## src/mcps_pkg.sv

```systemverilog
package mcps_pkg;
   // register byte addresses (printed offset, not a multiple of four -> index*4)
   localparam logic [15:0] MCPS_IDX_PIN_MODE   = 16'hff9f;
   localparam logic [17:0] MCPS_ADDR_PIN_MODE  = {MCPS_IDX_PIN_MODE, 2'b00};
   localparam logic [17:0] MCPS_ADDR_MAIN_MODE = 18'h00100;
   localparam logic [17:0] MCPS_ADDR_MAIN_OSC  = 18'h00104;
   localparam logic [17:0] MCPS_ADDR_PROC_CLK  = 18'h00108;
   localparam logic [17:0] MCPS_ADDR_STATUS    = 18'h0010c;
   localparam logic [17:0] MCPS_ADDR_PROC_CMD  = 18'h00110;
   // pin mode select fields
   localparam int MCPS_B_MAIN_EXT  = 7;
   localparam int MCPS_B_MAIN_OSC  = 6;
   localparam int MCPS_B_SUB_EXT   = 5;
   localparam int MCPS_B_SUB_OSC   = 4;
   localparam int MCPS_B_FREQ_RNG  = 0;
   localparam logic [7:0] MCPS_PIN_MODE_MASK = 8'hf1;
   localparam logic [7:0] MCPS_PIN_MODE_RST  = 8'h00;
   // main clock mode / main osc control / processor clock control fields
   localparam int MCPS_B_HS_SRC    = 2;
   localparam int MCPS_B_MAIN_SRC  = 0;
   localparam int MCPS_B_MOSC_STOP = 7;
   localparam int MCPS_B_SUB_START = 6;
   localparam int MCPS_B_CPU_SRC   = 4;
   localparam logic [7:0] MCPS_MAIN_MODE_MASK = 8'h05;
   localparam logic [7:0] MCPS_PROC_CLK_MASK  = 8'h50;
   localparam logic [7:0] MCPS_MAIN_OSC_RST   = 8'h80;
   // status / command bits
   localparam int MCPS_B_STALL     = 0;
   localparam int MCPS_B_LOCKED    = 1;
   localparam int MCPS_B_CMD_STOP  = 0;
   localparam int MCPS_B_CMD_WAKE  = 1;
   // timing
   localparam int  MCPS_CLK_MHZ         = 100;
   localparam real MCPS_STALL_MIN_US    = 4.06;
   localparam real MCPS_STALL_MAX_US    = 16.12;
   localparam int  MCPS_STALL_MIN_CYC   = 406;   // 4.06 us * 100 MHz, rounded up
   localparam int  MCPS_STALL_MAX_CYC   = 1612;  // 16.12 us * 100 MHz, rounded down
   localparam int  MCPS_EXT_STALL_EDGES = 160;
   localparam int  MCPS_OSC_STAB_CYC    = 2048;
   localparam int  MCPS_CNT_W           = 12;
   localparam logic [MCPS_CNT_W-1:0] MCPS_STALL_CYC = MCPS_CNT_W'(MCPS_STALL_MIN_CYC);
   localparam logic [MCPS_CNT_W-1:0] MCPS_EXT_CYC   = MCPS_CNT_W'(MCPS_EXT_STALL_EDGES);
   localparam logic [MCPS_CNT_W-1:0] MCPS_STAB_CYC  = MCPS_CNT_W'(MCPS_OSC_STAB_CYC);
   // stall sequencer states, one-hot
   typedef enum logic [3:0] {
      MCPS_ST_RUN   = 4'b0001,
      MCPS_ST_TIME  = 4'b0010,
      MCPS_ST_EXT   = 4'b0100,
      MCPS_ST_STOP  = 4'b1000
   } mcps_state_e;
endpackage

```

## src/mcps_edge_sync.sv

```systemverilog
`timescale 1ns/10ps
// two-stage synchroniser plus rising-edge pulse on the synchronised copy
module mcps_edge_sync (
   input  wire logic clk_sys,   // system clock
   input  wire logic rst_n,     // synchronised reset
   input  wire logic din,       // asynchronous level
   output logic      level_q,   // synchronised level
   output logic      rise_q     // one-cycle pulse on rising edge
);
   typedef struct packed {
      logic s1;
      logic s2;
      logic s3;
      logic rise;
   } mcps_sync_s;
   mcps_sync_s st_q, st_d;

   // s1 is read only by s2
   always_comb begin
      st_d      = st_q;
      st_d.s1   = din;
      st_d.s2   = st_q.s1;
      st_d.s3   = st_q.s2;
      st_d.rise = st_q.s2 & ~st_q.s3;
   end

   always_ff @(posedge clk_sys or negedge rst_n) begin
      if (!rst_n) begin
         st_q <= '0;
      end else begin
         st_q <= st_d;
      end
   end

   assign level_q = st_q.s3;
   assign rise_q  = st_q.rise;
endmodule

```

## src/mcps_top.sv

```systemverilog
// Register access over APB was decided locally.
`timescale 1ns/10ps
module mcps_top
   import mcps_pkg::*;
(
   input  wire logic        clk_sys,        // 100 MHz system clock
   input  wire logic        rst_n,          // async active-low reset
   input  wire logic        psel,           // apb select
   input  wire logic        penable,        // apb enable
   input  wire logic        pwrite,         // apb direction
   input  wire logic [17:0] paddr,          // apb byte address
   input  wire logic [31:0] pwdata,         // apb write data
   output logic      [31:0] prdata,         // apb read data
   output logic             pready,         // apb ready
   output logic             pslverr,        // apb error
   input  wire logic        ext_clk_pin,    // external main clock on second pin
   input  wire logic        sub_ext_pin,    // external subsystem clock pin
   output logic             main_pin_a_io,  // first main pin is a port
   output logic             main_pin_b_io,  // second main pin is a port
   output logic             main_osc_en,    // resonator amplifier enable
   output logic             main_ext_en,    // external clock input enable
   output logic             sub_osc_en,     // subsystem resonator enable
   output logic             sub_ext_en,     // subsystem external input enable
   output logic             freq_range_sel, // high range drive
   output logic             cpu_clk_hold,   // cpu clock withheld
   output logic             cpu_on_high,    // cpu runs on high-speed clock
   output logic             cpu_on_sub      // cpu runs on subsystem clock
);
   typedef struct packed {
      logic [7:0]  pin_mode;
      logic        range_locked;
      logic [7:0]  main_mode;
      logic        mosc_stop;
      logic [7:0]  proc_clk;
      logic        stopped;
      mcps_state_e state;
      logic [MCPS_CNT_W-1:0] cnt;
      logic [31:0] prdata;
      logic        pready;
      logic        pslverr;
      logic [8:0]  pin_out;
   } mcps_s;
   mcps_s st_q, st_d;
   // reset synchroniser kept outside the state struct: it runs on the raw reset
   logic [1:0] rst_sync_q;
   logic  rst_sync_n;
   logic  ext_level, ext_rise;
   logic  sub_level, sub_rise;

   // reset release through two flops; async assert only
   always_ff @(posedge clk_sys or negedge rst_n) begin
      if (!rst_n) begin
         rst_sync_q <= 2'b00;
      end else begin
         rst_sync_q <= {rst_sync_q[0], 1'b1};
      end
   end
   assign rst_sync_n = rst_sync_q[1];

   // external clock pin sampled as a level, edges counted on clk_sys
   mcps_edge_sync u_ext_sync (
      .clk_sys (clk_sys),
      .rst_n   (rst_sync_n),
      .din     (ext_clk_pin),
      .level_q (ext_level),
      .rise_q  (ext_rise)
   );
   mcps_edge_sync u_sub_sync (
      .clk_sys (clk_sys),
      .rst_n   (rst_sync_n),
      .din     (sub_ext_pin),
      .level_q (sub_level),
      .rise_q  (sub_rise)
   );

   logic        wr_acc, rd_acc, setup, access;
   logic [7:0]  wbyte;
   logic        rng_new, rng_change;
   logic        resonator_mode, ext_mode;
   logic [31:0] rd_val;
   logic        rd_hit;

   always_comb begin
      setup  = psel & ~penable;
      access = psel & penable & st_q.pready;
      // writes land at the edge that completes the transfer, never earlier
      wr_acc = access & pwrite;
      rd_acc = setup & ~pwrite;
      wbyte  = pwdata[7:0];
      resonator_mode = ~st_q.pin_mode[MCPS_B_MAIN_EXT] & st_q.pin_mode[MCPS_B_MAIN_OSC];
      ext_mode       = st_q.pin_mode[MCPS_B_MAIN_EXT] & st_q.pin_mode[MCPS_B_MAIN_OSC];
      rng_new    = wbyte[MCPS_B_FREQ_RNG];
      rng_change = wr_acc && (paddr == MCPS_ADDR_PIN_MODE)
                   && (rng_new != st_q.pin_mode[MCPS_B_FREQ_RNG]);
      // read mux; bits 1..3 never stored so they read zero
      rd_hit = 1'b1;
      rd_val = '0;
      case (paddr)
         MCPS_ADDR_PIN_MODE:  rd_val[7:0] = st_q.pin_mode & MCPS_PIN_MODE_MASK;
         MCPS_ADDR_MAIN_MODE: rd_val[7:0] = st_q.main_mode;
         MCPS_ADDR_MAIN_OSC:  rd_val[MCPS_B_MOSC_STOP] = st_q.mosc_stop;
         MCPS_ADDR_PROC_CLK:  rd_val[7:0] = st_q.proc_clk;
         MCPS_ADDR_STATUS: begin
            rd_val[MCPS_B_STALL]  = (st_q.state != MCPS_ST_RUN);
            rd_val[MCPS_B_LOCKED] = st_q.range_locked;
         end
         MCPS_ADDR_PROC_CMD:  rd_val = '0;
         default:             rd_hit = 1'b0;
      endcase
   end

   // main next-state logic
   always_comb begin
      st_d          = st_q;
      // apb: answer in the access cycle that follows setup (zero wait states)
      st_d.pready  = setup;
      st_d.pslverr = setup & ~rd_hit;
      if (rd_acc) begin
         st_d.prdata = rd_val;
      end
      if (wr_acc) begin
         case (paddr)
            MCPS_ADDR_PIN_MODE: begin
               // pin bits kept apart from range bit
               st_d.pin_mode[7:4] = wbyte[7:4];
               if (rng_change && !st_q.range_locked) begin
                  st_d.pin_mode[MCPS_B_FREQ_RNG] = rng_new;
                  st_d.range_locked = 1'b1;
               end
            end
            MCPS_ADDR_MAIN_MODE: st_d.main_mode = wbyte & MCPS_MAIN_MODE_MASK;
            MCPS_ADDR_MAIN_OSC:  st_d.mosc_stop = wbyte[MCPS_B_MOSC_STOP];
            MCPS_ADDR_PROC_CLK:  st_d.proc_clk  = wbyte & MCPS_PROC_CLK_MASK;
            MCPS_ADDR_PROC_CMD: begin
               if (wbyte[MCPS_B_CMD_STOP]) begin
                  st_d.stopped = 1'b1;
               end
            end
            default: ;
         endcase
      end
      // stall sequencer
      case (st_q.state)
         MCPS_ST_RUN: begin
            if (rng_change && !st_q.range_locked && rng_new
                && st_q.main_mode[MCPS_B_MAIN_SRC]) begin
               if (ext_mode) begin
                  st_d.state = MCPS_ST_EXT;
                  st_d.cnt   = MCPS_EXT_CYC;
               end else begin
                  st_d.state = MCPS_ST_TIME;
                  st_d.cnt   = MCPS_STALL_CYC;
               end
            end else if (wr_acc && paddr == MCPS_ADDR_PROC_CMD && wbyte[MCPS_B_CMD_STOP]) begin
               st_d.state = MCPS_ST_STOP;
            end
         end
         MCPS_ST_STOP: begin
            if (wr_acc && paddr == MCPS_ADDR_PROC_CMD && wbyte[MCPS_B_CMD_WAKE]) begin
               st_d.stopped = 1'b0;
               if (!st_q.pin_mode[MCPS_B_FREQ_RNG]) begin
                  st_d.state = MCPS_ST_RUN;
               end else if (!st_q.main_mode[MCPS_B_MAIN_SRC]) begin
                  st_d.state = MCPS_ST_TIME;
                  st_d.cnt   = MCPS_STALL_CYC;
               end else if (ext_mode) begin
                  st_d.state = MCPS_ST_EXT;
                  st_d.cnt   = MCPS_EXT_CYC;
               end else begin
                  st_d.state = MCPS_ST_TIME;
                  st_d.cnt   = MCPS_STAB_CYC;
               end
            end
         end
         MCPS_ST_TIME: begin
            st_d.cnt = st_q.cnt - 1'b1;
            if (st_q.cnt == MCPS_CNT_W'(1)) begin
               st_d.state = MCPS_ST_RUN;
            end
         end
         MCPS_ST_EXT: begin
            // counts edges of the external clock, not system cycles
            if (ext_rise) begin
               st_d.cnt = st_q.cnt - 1'b1;
               if (st_q.cnt == MCPS_CNT_W'(1)) begin
                  st_d.state = MCPS_ST_RUN;
               end
            end
         end
         default: st_d.state = MCPS_ST_RUN;
      endcase
      // pin usage outputs
      // first pin stays a port when the second takes the external clock
      st_d.pin_out[0] = ~resonator_mode;
      st_d.pin_out[1] = ~(resonator_mode | ext_mode);
      st_d.pin_out[2] = resonator_mode & ~st_q.mosc_stop;
      st_d.pin_out[3] = ext_mode & ~st_q.mosc_stop;
      st_d.pin_out[4] = st_q.proc_clk[MCPS_B_SUB_START]
                        | (~st_q.pin_mode[MCPS_B_SUB_EXT] & st_q.pin_mode[MCPS_B_SUB_OSC]);
      st_d.pin_out[5] = st_q.pin_mode[MCPS_B_SUB_EXT] & st_q.pin_mode[MCPS_B_SUB_OSC];
      st_d.pin_out[6] = st_q.pin_mode[MCPS_B_FREQ_RNG];
      st_d.pin_out[7] = (st_d.state != MCPS_ST_RUN);
      st_d.pin_out[8] = st_q.main_mode[MCPS_B_HS_SRC] & st_q.main_mode[MCPS_B_MAIN_SRC];
   end

   // every field of st_q; the reset synchroniser and the stall helper flops sit apart
   always_ff @(posedge clk_sys or negedge rst_sync_n) begin
      if (!rst_sync_n) begin
         st_q.pin_mode     <= MCPS_PIN_MODE_RST;
         st_q.range_locked <= 1'b0;
         st_q.main_mode    <= '0;
         st_q.mosc_stop    <= MCPS_MAIN_OSC_RST[MCPS_B_MOSC_STOP];
         st_q.proc_clk     <= '0;
         st_q.stopped      <= 1'b0;
         st_q.state        <= MCPS_ST_RUN;
         st_q.cnt          <= '0;
         st_q.prdata       <= '0;
         st_q.pready       <= 1'b0;
         st_q.pslverr      <= 1'b0;
         st_q.pin_out      <= 9'h003;
      end else begin
         st_q.pin_mode     <= st_d.pin_mode;
         st_q.range_locked <= st_d.range_locked;
         st_q.main_mode    <= st_d.main_mode;
         st_q.mosc_stop    <= st_d.mosc_stop;
         st_q.proc_clk     <= st_d.proc_clk;
         st_q.stopped      <= st_d.stopped;
         st_q.state        <= st_d.state;
         st_q.cnt          <= st_d.cnt;
         st_q.prdata       <= st_d.prdata;
         st_q.pready       <= st_d.pready;
         st_q.pslverr      <= st_d.pslverr;
         st_q.pin_out      <= st_d.pin_out;
      end
   end

   assign prdata         = st_q.prdata;
   assign pready         = st_q.pready;
   assign pslverr        = st_q.pslverr;
   assign main_pin_a_io  = st_q.pin_out[0];
   assign main_pin_b_io  = st_q.pin_out[1];
   assign main_osc_en    = st_q.pin_out[2];
   assign main_ext_en    = st_q.pin_out[3];
   assign sub_osc_en     = st_q.pin_out[4];
   assign sub_ext_en     = st_q.pin_out[5];
   assign freq_range_sel = st_q.pin_out[6];
   assign cpu_clk_hold   = st_q.pin_out[7];
   assign cpu_on_high    = st_q.pin_out[8];
   assign cpu_on_sub     = st_q.proc_clk[MCPS_B_CPU_SRC];

   // helper: cycles spent in a timed stall, and whether it is the stabilization wait
   logic [MCPS_CNT_W-1:0] hold_len_q;
   logic                  stab_wait_q;
   always_ff @(posedge clk_sys or negedge rst_sync_n) begin
      if (!rst_sync_n) begin
         hold_len_q  <= '0;
         stab_wait_q <= 1'b0;
      end else begin
         if (st_q.state == MCPS_ST_TIME) begin
            hold_len_q <= hold_len_q + 1'b1;
         end else begin
            hold_len_q <= '0;
         end
         // latched on entry; the stabilization wait outlasts the timed maximum
         if (st_q.state != MCPS_ST_TIME) begin
            stab_wait_q <= (st_d.cnt == MCPS_STAB_CYC);
         end
      end
   end

   range_once_a: assert property (@(posedge clk_sys) disable iff (!rst_sync_n)
      st_q.range_locked |=> $stable(st_q.pin_mode[MCPS_B_FREQ_RNG]))
      else $error("range bit changed after lock");
   pin_reserved_a: assert property (@(posedge clk_sys) disable iff (!rst_sync_n)
      st_q.pin_mode[3:1] == 3'b000)
      else $error("reserved pin mode bits nonzero");
   // stall length checks; the stabilization wait is exempt from the timed maximum
   stall_max_a: assert property (@(posedge clk_sys) disable iff (!rst_sync_n)
      !stab_wait_q |-> hold_len_q <= MCPS_CNT_W'(MCPS_STALL_MAX_CYC))
      else $error("timed stall too long");
   stall_min_a: assert property (@(posedge clk_sys) disable iff (!rst_sync_n)
      (st_q.state == MCPS_ST_TIME && st_q.cnt == MCPS_CNT_W'(1) && !stab_wait_q)
      |-> hold_len_q == MCPS_CNT_W'(MCPS_STALL_MIN_CYC - 1))
      else $error("timed stall too short");
   stab_len_a: assert property (@(posedge clk_sys) disable iff (!rst_sync_n)
      (st_q.state == MCPS_ST_TIME && st_q.cnt == MCPS_CNT_W'(1) && stab_wait_q)
      |-> hold_len_q == MCPS_CNT_W'(MCPS_OSC_STAB_CYC - 1))
      else $error("stabilization wait wrong length");
   stall_start_a: assert property (@(posedge clk_sys) disable iff (!rst_sync_n)
      (rng_change && !st_q.range_locked && rng_new && st_q.main_mode[MCPS_B_MAIN_SRC]
       && !ext_mode && st_q.state == MCPS_ST_RUN) |=> cpu_clk_hold[*8])
      else $error("resonator stall not held");
   ext_stall_a: assert property (@(posedge clk_sys) disable iff (!rst_sync_n)
      (st_q.state == MCPS_ST_EXT && !ext_rise) |=> st_q.state == MCPS_ST_EXT)
      else $error("external stall ended without edge");
   pin_decode_a: assert property (@(posedge clk_sys) disable iff (!rst_sync_n)
      !st_q.pin_mode[MCPS_B_MAIN_OSC] |=> main_pin_a_io && main_pin_b_io)
      else $error("pins not ports");
   hold_out_a: assert property (@(posedge clk_sys) disable iff (!rst_sync_n)
      (st_q.state != MCPS_ST_RUN) |-> cpu_clk_hold)
      else $error("hold output low in stall");
   reset_val_a: assert property (@(posedge clk_sys)
      $rose(rst_sync_n) |-> st_q.pin_mode == MCPS_PIN_MODE_RST)
      else $error("pin mode not cleared");
   apb_ready_a: assert property (@(posedge clk_sys) disable iff (!rst_sync_n)
      (psel && !penable) |=> pready)
      else $error("no ready after setup");

   // checks on the pin decode, the range output, the range lock and the error response
   ext_pins_a: assert property (@(posedge clk_sys) disable iff (!rst_sync_n)
      ext_mode |=> main_pin_a_io && !main_pin_b_io)
      else $error("external clock pin decode wrong");
   res_pins_a: assert property (@(posedge clk_sys) disable iff (!rst_sync_n)
      resonator_mode |=> !main_pin_a_io && !main_pin_b_io)
      else $error("resonator pin decode wrong");
   range_out_a: assert property (@(posedge clk_sys) disable iff (!rst_sync_n)
      freq_range_sel == $past(st_q.pin_mode[MCPS_B_FREQ_RNG]))
      else $error("range output does not follow range bit");
   lock_sticky_a: assert property (@(posedge clk_sys) disable iff (!rst_sync_n)
      st_q.range_locked |=> st_q.range_locked)
      else $error("range lock dropped before reset");
   unmapped_err_a: assert property (@(posedge clk_sys) disable iff (!rst_sync_n)
      (psel && !penable && !rd_hit) |=> pslverr)
      else $error("no error on unmapped access");

   // scenarios worth seeing at least once
   range_cov: cover property (@(posedge clk_sys) disable iff (!rst_sync_n) $rose(st_q.range_locked));
   ext_cov: cover property (@(posedge clk_sys) disable iff (!rst_sync_n) st_q.state == MCPS_ST_EXT);
   stop_cov: cover property (@(posedge clk_sys) disable iff (!rst_sync_n) st_q.state == MCPS_ST_STOP);
   stab_cov: cover property (@(posedge clk_sys) disable iff (!rst_sync_n) stab_wait_q && st_q.state == MCPS_ST_TIME);
   res_stall_cov: cover property (@(posedge clk_sys) disable iff (!rst_sync_n) !stab_wait_q && st_q.state == MCPS_ST_TIME);
endmodule
```

## config.mk

```make
export PLATFORM = sky130hd
export DESIGN_NAME = mcps_top
export DESIGN_NICKNAME = d
export VERILOG_FILES = /design/src/mcps_pkg.sv /design/src/mcps_edge_sync.sv /design/src/mcps_top.sv
export SDC_FILE = /design/constraint.sdc
export NUM_CORES = 1
export LEC_CHECK = 0
export ABC_AREA = 0
export BUFFER_PORTS_ARGS = -buffer_cell sky130_fd_sc_hd__buf_2
export CAP_MARGIN = 20
export CORE_MARGIN = 2
export CORE_UTILIZATION = 54
export DETAILED_ROUTE_END_ITERATION = 8
export PLACE_DENSITY = 0.87
export SYNTH_ARGS = -nofsm -noshare
export SYNTH_HDL_FRONTEND = slang
export SYNTH_SLANG_ARGS = --single-unit
```

## constraint.sdc

```tcl
create_clock -name clk_sys -period 4.8 [get_ports clk_sys]
set_clock_uncertainty 0.05 [all_clocks]
set_input_delay 0.24 -clock clk_sys [delete_from_list [all_inputs] [get_ports clk_sys]]
set_output_delay 0.24 -clock clk_sys [all_outputs]
set_load 0.02 [all_outputs]
```

==> run_results.csv, run 1 <==
group,metric,value,unit
layout,antenna_cells,0,
power_and_ir_drop,swShare,25.99,%
placement,placed_cell_area,0.002967,sq mm
sta,timing.final.crit_share,48.40,%
setup_path,crit_path_start_kind,"register",
clocking,insertion_delay,310,ps
synth,synth_area,0.002838,sq mm
sta,tightest_slew,808.9,ps
grt,antenna_found_initial,0,
grt,grt_pass1_wl,9.183,mm
hold_path,hp-start,"pwdata[5]",
setup_path,path_class,"reg2reg",
run_status,status,"finished, final reports clean",
routing,routed_via_density,5.597,
setup_path,crit_buf_inv,1,
sta,finalSetupTns,0,ps
placement,portBuffers,49,
sta,fmax,430.4,MHz
synth,async_flop_share,100.0,%
grt,grt_max_degree,50,
flow_run,drv_cap,0,
setup_path,worstPathCellList,"inv_1, or4_1, o22ai_2, nand2b_1, o211ai_1",
sta,hold_violations,0,
setup_path,critPathLaunch,"st_q[55]$_DFF_PN1_",
routing,drt.antenna.violating_nets,0,
synth,syn_area_per_cell,9.587,sq um
layout,final_core_util,61.19,%
sta,rsz0062_at_grt,"no",
clocking,htree_levels,2,
layout,drive_gt1_share,24.33,%
setup_path,cp-end-kind,"register",
power_and_ir_drop,peakVddDrop,0.0001794,V
clocking,clk_pin_slew,100,ps
floorplan,coreArea,0.005075,sq mm
synth,synth-warning-count,0,
layout,fill_cells,449,
sta,whs,105.1,ps
setup_path,path_max_fanout,18,
sta,layout_setup_ws,2477,ps
routing,drt_wl_total,5.577,mm
clocking,cts_resized,0,
power_and_ir_drop,pwr-share-seq,57.0,%
floorplan,die-area,0.005851,sq mm
clocking,numCtsBuffers,5,
clocking,cts_tree,"done",
floorplan,initial_core_util,55.92,%
synth,ys.flop_type,"dfrtp_1",
placement,dp_hpwl,3.981,mm
power_and_ir_drop,powerDensity,251.9,mW/mm^2
hold_path,min_path_type,"in2reg",
sta,finalCriticalPeriod,2323,ps
synth,synth-seq-cells,51,
layout,syn_to_final_growth,9.436,%
clocking,clock-sinks,51,
routing,drc,0,
setup_path,crit_arrival,2440,ps
sta,drv_slew,0,
setup_path,rr_startpoint,"st_q[55]$_DFF_PN1_",
placement,pre_cts_ws,2511,ps
power_and_ir_drop,p_comb_share,9.4,%
layout,design_area,0.003105,sq mm
placement,gp_congestion,0.8353,
floorplan,die_x,76.49,um
synth,synthCells,296,
power_and_ir_drop,clkPwrFrac,33.6,%
floorplan,io_pins,101,
synth,synth_edf_count,0,
setup_path,crit_family,"simple AND/OR/NAND/NOR gates",
power_and_ir_drop,p_int,579.1,uW
sta,relSlewSlack,45.88,%
clocking,clk_path_buf_depth,2,
setup_path,slowest_delay,620,ps
routing,drt_first_pass_iters,4,
synth,synth.distinct_cells,60,
routing,vias,2278,
floorplan,die_h,76.49,um
routing,first_iter_violations,122,
grt,track_usage,19.25,%
grt,overflow,0,
synth,ys_seq_area_share,45.15,%
floorplan,rows,26,
power_and_ir_drop,power_leakage,1.432,nW
clocking,root_buffer,"clkbuf_8",
setup_path,cp.required,4920,ps
setup_path,crit_slowest_cell,"dfstp_2",
sta,finalSetupViolCount,0,
layout,final_nets,395,
power_and_ir_drop,switchingPower,203.3,uW
routing,detail_route.wl_per_cell,13.70,um
grt,grt_pass1_vias,2075,
-- worst register-to-register path: cells and delay by family, from the launching register on --
family,cells,cell delay [ps]
buffers and inverters,1,80
AO/OA/AOI/OAI,2,690
flip-flops,1,620
AND/OR/NAND/NOR,2,750
-- layer usage --
layer  routed length (um)  up-vias  GRT usage [%]
met4                   62        0          6.182
met3                  309        6          4.739
met1                 2485     1120          24.50
li1                     -     1087              -
met2                 2720       65          32.30
met5                    0        -              0
-- sequential cells by signal, summed over array words and instances, names as in the netlist --
register	flops
rst_sync_q	2
pready	1
sub_osc_en	1
main_ext_en	1
cpu_clk_hold	1
main_pin_b_io	1
main_osc_en	1
cpu_on_sub	1
sub_ext_en	1
cpu_on_high	1
pslverr	1
u_ext_sync.level_q	1
st_q	25
main_pin_a_io	1
u_ext_sync.rise_q	1
u_ext_sync.st_d	2
prdata	7
freq_range_sel	1
st_d	1
-- power by group through the flow --
| stage | clock network, mW | registers, mW | logic (mW) |
|---|---|---|---|
| 6_report | 0.263 | 0.446 | 0.0735 |
| 5_1_grt | 0.286 | 0.448 | 0.0798 |
| 4_1_cts | 0.270 | 0.450 | 0.0674 |
| 3_5_place_dp | 0 | 0.459 | 0.0658 |
| 3_3_place_gp | 0 | 0.458 | 0.0647 |
| 2_1_floorplan | 0 | 0.457 | 0.0604 |
-- repair_timing --
action | in CTS | in global routing
endpoints found under the hold margin | 3 | 0
buffers inserted | 0 | 0
hold buffers | 2 | 0
-- cell families after synthesis --
family          after synthesis  synth area share (%)
compound gates               63                 14.29
xor+xnor                      3                0.9261
fa+ha+maj                     2                0.8817
buf+inv                      54                 11.86
flops                        51                 45.15
mux                           8                 3.175
other cells                   2                0.2646
simple gates                113                 23.46
-- area by class of cell --
class	instances	area [sq um]	area share, %
clock buffer	6	82.58	2.659
multi-input combinational	215	1310	42.18
timing repair buffer	52	285.3	9.186
tap	70	87.58	2.820
inverter	11	41.29	1.330
clock inverter	2	16.27	0.5238
sequential	51	1282	41.30
-- worst paths after layout --
check | endpoint | slack (ps) | cells after the start
min | st_q[83]$_DFFE_PN0P_ | 110 | 2
max in group asynchronous | st_q[55]$_DFF_PN1_ | 3900 | 1
min in group asynchronous | rst_sync_q[1]$_DFF_PN0_ | 200 | 2
min reg2reg | prdata[7]$_DFFE_PN0P_ | 200 | 0
max reg2reg | st_q[44]$_DFFE_PN0P_ | 2480 | 5
max | st_q[44]$_DFFE_PN0P_ | 2480 | 5
-- layout by cell type (no fill, tap or decap), types with 2 or more instances in the layout --
master / n
a211oi_1: 2
a21o_1: 2
a21oi_1: 8
a22oi_1: 3
a31oi_1: 4
and2_1: 3
and3_1: 3
and4_1: 3
buf_2: 49
clkbuf_8: 6
conb_1: 26
dfrtp_1: 46
dfstp_2: 4
dlygate4sd3_1: 2
ha_1: 2
inv_1: 11
mux2_2: 8
nand2_1: 16
nand2b_1: 6
nand3_1: 8
nand4_1: 5
nand4b_1: 3
nor2_1: 31
nor2b_1: 2
nor3_1: 8
nor4_1: 7
nor4b_1: 2
nor4b_2: 2
o211ai_1: 3
o21ai_0: 24
o21bai_1: 2
o31ai_1: 2
or3_1: 3
xnor2_1: 2
-- synthesized netlist by cell type (3+ instances only) --
cell / n / area share, %
a21oi_1: 8 / 1.4
a22oi_1: 3 / 0.79
a31oi_1: 4 / 0.88
and2_1: 3 / 0.66
and3_1: 3 / 0.66
and4_1: 3 / 0.93
buf_2: 5 / 0.88
buf_4: 32 / 8.5
clkbuf_1: 5 / 0.66
dfrtp_1: 47 / 41
dfstp_2: 4 / 3.7
inv_1: 11 / 1.5
mux2_2: 8 / 3.2
nand2_1: 16 / 2.1
nand2b_1: 6 / 1.3
nand3_1: 8 / 1.4
nand4_1: 5 / 1.1
nand4b_1: 3 / 0.93
nor2_1: 31 / 4.1
nor3_1: 8 / 1.4
nor4_1: 7 / 1.5
o211ai_1: 3 / 0.79
o21ai_0: 24 / 4.2
or3_1: 3 / 0.66
-- metrics by stage --
stage | power, mW | cells
detailed placement | 0.5245 | 396
CTS | 0.7877 | 406
finish | 0.7824 | 407
floorplan | 0.5169 | 320
global placement | 0.5229 | 396
global route | 0.8140 | 407
No activity file was read; power rests on OpenSTA's default activity.
==> inputs of run 2 (changes only) <==
- ABC_AREA: 0 -> 1
- CORE_UTILIZATION: 54 -> 46
- PLACE_DENSITY: 0.87 -> 0.77
- clock period: 4.8 -> 2.1 ns (I/O delays scaled with it)
==> run_results.csv, run 2 <==
group,metric,value,unit
floorplan,die_h,86.43,um
synth,syn_area_per_cell,7.550,sq um
grt,overflow,0,
setup_path,rr_startpoint,"st_q[58]$_DFF_PN0_",
synth,synthCells,414,
sta,timing.final.crit_share,85.07,%
run_status,status,"finished, final reports clean",
sta,finalSetupViolCount,0,
routing,routed_via_density,4.913,
setup_path,cp.required,2250,ps
sta,drv_slew,0,
sta,tightest_slew,607.0,ps
synth,synth-warning-count,0,
routing,detail_route.wl_per_cell,11.53,um
routing,first_iter_violations,168,
clocking,cts_resized,0,
clocking,htree_levels,2,
layout,largest_reg_flops,25,
clocking,cts_tree,"done",
placement,pre_cts_ws,392.8,ps
sta,finalCriticalPeriod,1787,ps
synth,synth_area,0.003125,sq mm
sta,layout_setup_ws,313.4,ps
setup_path,crit_path_start_kind,"input pin",
floorplan,die-area,0.007470,sq mm
layout,top_regs,"st_q: 25 flops, prdata: 7 flops",
synth,ys.flop_type,"dfrtp_1",
routing,drt.antenna.violating_nets,0,
layout,fill_cells,648,
setup_path,cp-end-kind,"register",
placement,portBuffers,49,
layout,top_register,"st_q",
sta,hold_violations,0,
synth,synth_edf_count,0,
sta,finalSetupTns,0,ps
grt,grt_pass1_wl,10.90,mm
grt,antenna_found_initial,0,
floorplan,initial_core_util,46.78,%
placement,gp_congestion,0.8761,
power_and_ir_drop,peakVddDrop,0.0002789,V
power_and_ir_drop,power_leakage,1.760,nW
power_and_ir_drop,clkPwrFrac,33.4,%
setup_path,critPathLaunch,"psel",
flow_run,drv_cap,0,
grt,track_usage,18.16,%
synth,ys_seq_area_share,40.99,%
power_and_ir_drop,powerDensity,501.4,mW/mm^2
placement,placed_cell_area,0.003326,sq mm
routing,drc,0,
synth,netlist_top_cells_area,"dfrtp_1 38%, nand2_1 9.7%, buf_4 7.7%",
clocking,clk_pin_slew,100,ps
clocking,root_buffer,"clkbuf_8",
layout,final_nets,529,
power_and_ir_drop,p_comb_share,9.5,%
synth,synth_top_area_share,37.63,%
layout,final_core_util,52.21,%
layout,drive_gt1_share,20.38,%
synth,ys_top_cells_by_count,"81 x nand2_1, 64 x nor2_1, 47 x dfrtp_1, 47 x inv_1, 38 x nand3_1",
grt,grt_max_degree,50,
power_and_ir_drop,p_int,1.279,mW
grt,grt_pass1_vias,2466,
layout,syn_to_final_growth,11.61,%
clocking,post_cts_buffers,0,
synth,async_flop_share,100.0,%
floorplan,coreArea,0.006681,sq mm
setup_path,path_max_fanout,12,
setup_path,path_class,"in2reg",
clocking,clk_path_buf_depth,2,
clocking,numCtsBuffers,5,
setup_path,worst_r2r_endpoint,"st_q[48]$_DFFE_PN0P_",
power_and_ir_drop,pwr-share-seq,57.1,%
clocking,insertion_delay,310,ps
power_and_ir_drop,swShare,26.85,%
synth,synth.most_common_cell,"nand2_1",
floorplan,rows,30,
setup_path,crit_arrival,1940,ps
layout,final_common_cell,"nand2_1",
routing,drt_wl_total,6.351,mm
layout,layout_common_cells,"81 x nand2_1, 64 x nor2_1, 49 x buf_2",
sta,fmax,559.7,MHz
sta,relSlewSlack,59.53,%
clocking,clock-sinks,51,
synth,synth-seq-cells,51,
sta,rsz0062_at_grt,"no",
power_and_ir_drop,switchingPower,469.5,uW
placement,dp_hpwl,4.953,mm
routing,drt_first_pass_iters,4,
layout,antenna_cells,0,
setup_path,crit_end,"st_q[48]$_DFFE_PN0P_",
setup_path,r2r_setup_slack,370,ps
clocking,holdBufCountCts,6,
floorplan,die_x,86.43,um
synth,post-synth-top-area-cell,"dfrtp_1",
layout,design_area,0.003488,sq mm
setup_path,rr_worst_depth,10,
floorplan,io_pins,101,
routing,vias,2707,
hold_path,min_path_type,"in2reg",
synth,synth.distinct_cells,35,
==> run 2: cell types whose count changed after synthesis, moves of 9 or more <==
cell and delta:
nand2_1 +65, inv_1 +36, nor2_1 +33, nand3_1 +30, o21ai_0 -20, inv_2 +10
o21ai_1 +9
==> run 2: area by class of cell <==
type / count / area, sq um / share of cell area [%]
timing repair buffer: 58 / 330.3 / 9.469
clock buffer: 5 / 68.82 / 1.973
multi-input combinational: 294 / 1458 / 41.79
inverter: 60 / 225.2 / 6.456
tap: 80 / 100.1 / 2.869
clock inverter: 3 / 23.77 / 0.6815
sequential: 51 / 1282 / 36.76
==> run 2: cells by family (layout without fill, tap and decap cells) <==
kind of cell               Yosys count  in the layout  synth area share (%)
other                                2             26                0.2403
AOI/OAI and AO/OA                   36             36                 6.726
and+or+nand+nor                    220            220                 32.95
buffers and inverters               93            126                 15.25
muxes                                3              3                 1.081
DFF                                 51             51                 40.99
adders and majority gates            2              2                0.8005
xor gates and xnor gates             7              7                 1.962
==> run 2: power groups by stage <==
stage / clock (mW) / sequential (mW) / combinational, mW
6_report: 0.585 / 0.998 / 0.166
3_3_place_gp: 0 / 1.02 / 0.154
4_1_cts: 0.592 / 0.998 / 0.166
5_1_grt: 0.637 / 1.00 / 0.187
2_1_floorplan: 0 / 1.03 / 0.123
3_5_place_dp: 0 / 1.02 / 0.157
==> run 2: how the worst min path moves through the flow <==
stage | slack [ps] | start | cells past startpoint | end
floorplan | -240 | rst_n | 0 | rst_sync_q[0]$_DFF_PN0_
global placement | -160 | rst_n | 1 | rst_sync_q[0]$_DFF_PN0_
detailed placement | -160 | rst_n | 1 | rst_sync_q[0]$_DFF_PN0_
CTS | 7 | pwdata[5] | 3 | st_q[83]$_DFFE_PN0P_
global route | 8 | pwdata[5] | 3 | st_q[83]$_DFFE_PN0P_
finish | 4 | pwdata[5] | 3 | st_q[83]$_DFFE_PN0P_
==> run 2: metrics by stage <==
step | hold WS [ps] | instances | total power [mW]
floorplan | -240.6 | 438 | 1.155
global placement | -159.0 | 536 | 1.171
detailed placement | -157.7 | 536 | 1.175
CTS | 7.243 | 550 | 1.757
global route | 8.191 | 551 | 1.823
finish | 4.491 | 551 | 1.749
==> run 2: worst max-delay path, stage by stage <==
cell and delay [ps]:
dlygate4sd3_1 520, buf_2 110, nand3_1 110, nor2_4 220, nand3_4 170, nor2_4 170
nand3_4 110, nand2_4 140, nand2_4 140, nand2_1 90, nand2_1 50
==> run 2: per-layer routing <==
metal  wire length [um]  part of all wire [%]  track usage [%]  up-vias
met2               2986                    47            29.86       86
li1                   -                     -                -     1365
met1               2865                    45            24.28     1248
met5                  0                     0                0        -
met3                417                   6.6            3.905        8
met4                 82                   1.3            5.114        0
==> inputs of run 3 (changes only) <==
- CORE_UTILIZATION: 46 -> 35
- PLACE_DENSITY: 0.77 -> default
==> run_results.csv, run 3 (synthesized netlist as in run 2, its figures left out) <==
group,metric,value,unit
run_status,status,"finished, final reports clean",
setup_path,r2r_setup_slack,330,ps
setup_path,crit_path_start_kind,"input pin",
setup_path,path_max_fanout,12,
routing,drt_first_pass_iters,5,
routing,first_iter_violations,133,
setup_path,cp-end-kind,"register",
routing,drc,0,
floorplan,io_pins,101,
layout,top_register,"st_q",
grt,grt_pass1_wl,11.56,mm
sta,hold_violations,0,
routing,drt.antenna.violating_nets,0,
grt,grt_use_met1,19.68,%
grt,grtUsageMet3,2.482,%
power_and_ir_drop,powerDensity,531.1,mW/mm^2
routing,detail_route.wl_per_cell,11.25,um
layout,largest_reg_flops,25,
flow_run,drv_cap,0,
sta,tightest_slew,549.1,ps
placement,dp_hpwl,5.223,mm
clocking,clock-sinks,51,
power_and_ir_drop,peakVddDrop,0.0003554,V
layout,final_nets,531,
routing,vias,2641,
layout,ff_latch_area,0.001282,sq mm
placement,portBuffers,49,
clocking,htree_levels,2,
clocking,clk_pin_slew,90,ps
setup_path,crit_slowest_cell,"dlygate4sd3_1",
sta,rsz0062_at_grt,"no",
layout,fill_cells,944,
clocking,insertion_delay,300,ps
clocking,cts_tree,"done",
grt,grt_max_degree,27,
grt,track_usage,14.32,%
clocking,root_buffer,"clkbuf_8",
setup_path,slowest_delay,520,ps
floorplan,die_h,98.50,um
grt,busiest_layer,"met2",
grt,antenna_found_initial,0,
floorplan,die-area,0.009702,sq mm
clocking,post_cts_buffers,0,
routing,routed_via_density,4.546,
grt,met2_usage,23.13,%
clocking,numCtsBuffers,5,
routing,drt_wl_total,6.539,mm
power_and_ir_drop,finalPower,1.896,mW
floorplan,coreArea,0.008678,sq mm
sta,fmax,549.4,MHz
layout,antenna_cells,0,
setup_path,path_class,"in2reg",
clocking,holdBufCountCts,8,
setup_path,crit_arrival,1970,ps
clocking,cts_resized,0,
setup_path,cp.required,2250,ps
power_and_ir_drop,power_leakage,1.792,nW
layout,drive_gt1_share,20.51,%
sta,finalCriticalPeriod,1820,ps
clocking,clk_path_buf_depth,2,
layout,top_regs,"st_q: 25 flops, prdata: 7 flops",
sta,drv_slew,0,
placement,gp_congestion,0.8527,
floorplan,initial_core_util,36.01,%
floorplan,die_x,98.50,um
floorplan,rows,34,
hold_path,min_path_type,"in2reg",
layout,final_common_cell,"nand2_1",
sta,timing.final.crit_share,86.68,%
sta,relSlewSlack,63.39,%
sta,finalSetupViolCount,0,
sta,finalSetupTns,0,ps
layout,syn_to_final_growth,14.21,%
layout,multi_input_area,0.001458,sq mm
grt,overflow,0,
setup_path,worstPathCellList,"dlygate4sd3_1, buf_2, nand3_1, nor2_4, nand3_4, nor2_4, nand3_4, nand2_4, nand2_4, nand2_1, nand2_1",
layout,layout_common_cells,"81 x nand2_1, 64 x nor2_1, 49 x buf_2",
grt,grt_pass1_vias,2540,
[run 3: report_power, final]
part / internal, mW / total, mW / switching, mW
sequential: 0.993 / 1.01 / 0.0141
clock: 0.392 / 0.728 / 0.336
combinational: 0.0497 / 0.161 / 0.111
[run 3: layer usage]
layer  up-vias  wire, um
met2        54      3013
met3         7       312
li1       1371         -
met4         0        99
met1      1209      3114
met5         -         0
[run 3: per-stage QoR]
step                      instance area, sq um  utilization [%]  setup slack [ps]  hold slack (ps)  cells
final                                     3570            41.13             279.8            15.74    581
after CTS                                 3570            41.13             281.5            4.789    581
after global routing                      3570            41.13             146.1            25.32    581
after floorplan                           3216                -             401.8           -240.6    438
after global placement                    3368            38.81             366.1           -158.7    565
after detailed placement                  3368            38.81             341.8           -158.3    565
[run 3: path summary, 6_finish.rpt]
kind / depth (start not counted) / startpoint / to
max: 11 / penable / st_q[54]$_DFFE_PN0P_
min: 2 / pwdata[7] / st_q[68]$_DFFE_PN1P_
max reg2reg: 10 / st_q[58]$_DFF_PN0_ / st_q[47]$_DFFE_PN0P_
min reg2reg: 0 / rst_sync_q[1]$_DFF_PN0_ / st_q[43]$_DFFE_PN0P_
max in group asynchronous: 1 / rst_sync_q[1]$_DFF_PN0_ / st_q[55]$_DFF_PN1_
min in group asynchronous: 2 / rst_n / rst_sync_q[1]$_DFF_PN0_
[run 3: worst max-delay path: cells and delay by family]
family / cells / cell delay, ps
buf+inv: 2 / 630
simple gates: 9 / 1220
[run 3: cell type report]
type	instances	share of cell area [%]
clock buffer	6	2.313
timing repair buffer	60	9.744
clock inverter	2	1.087
inverter	60	6.309
multi-input combinational	294	40.83
sequential	51	35.93
tap	108	3.786
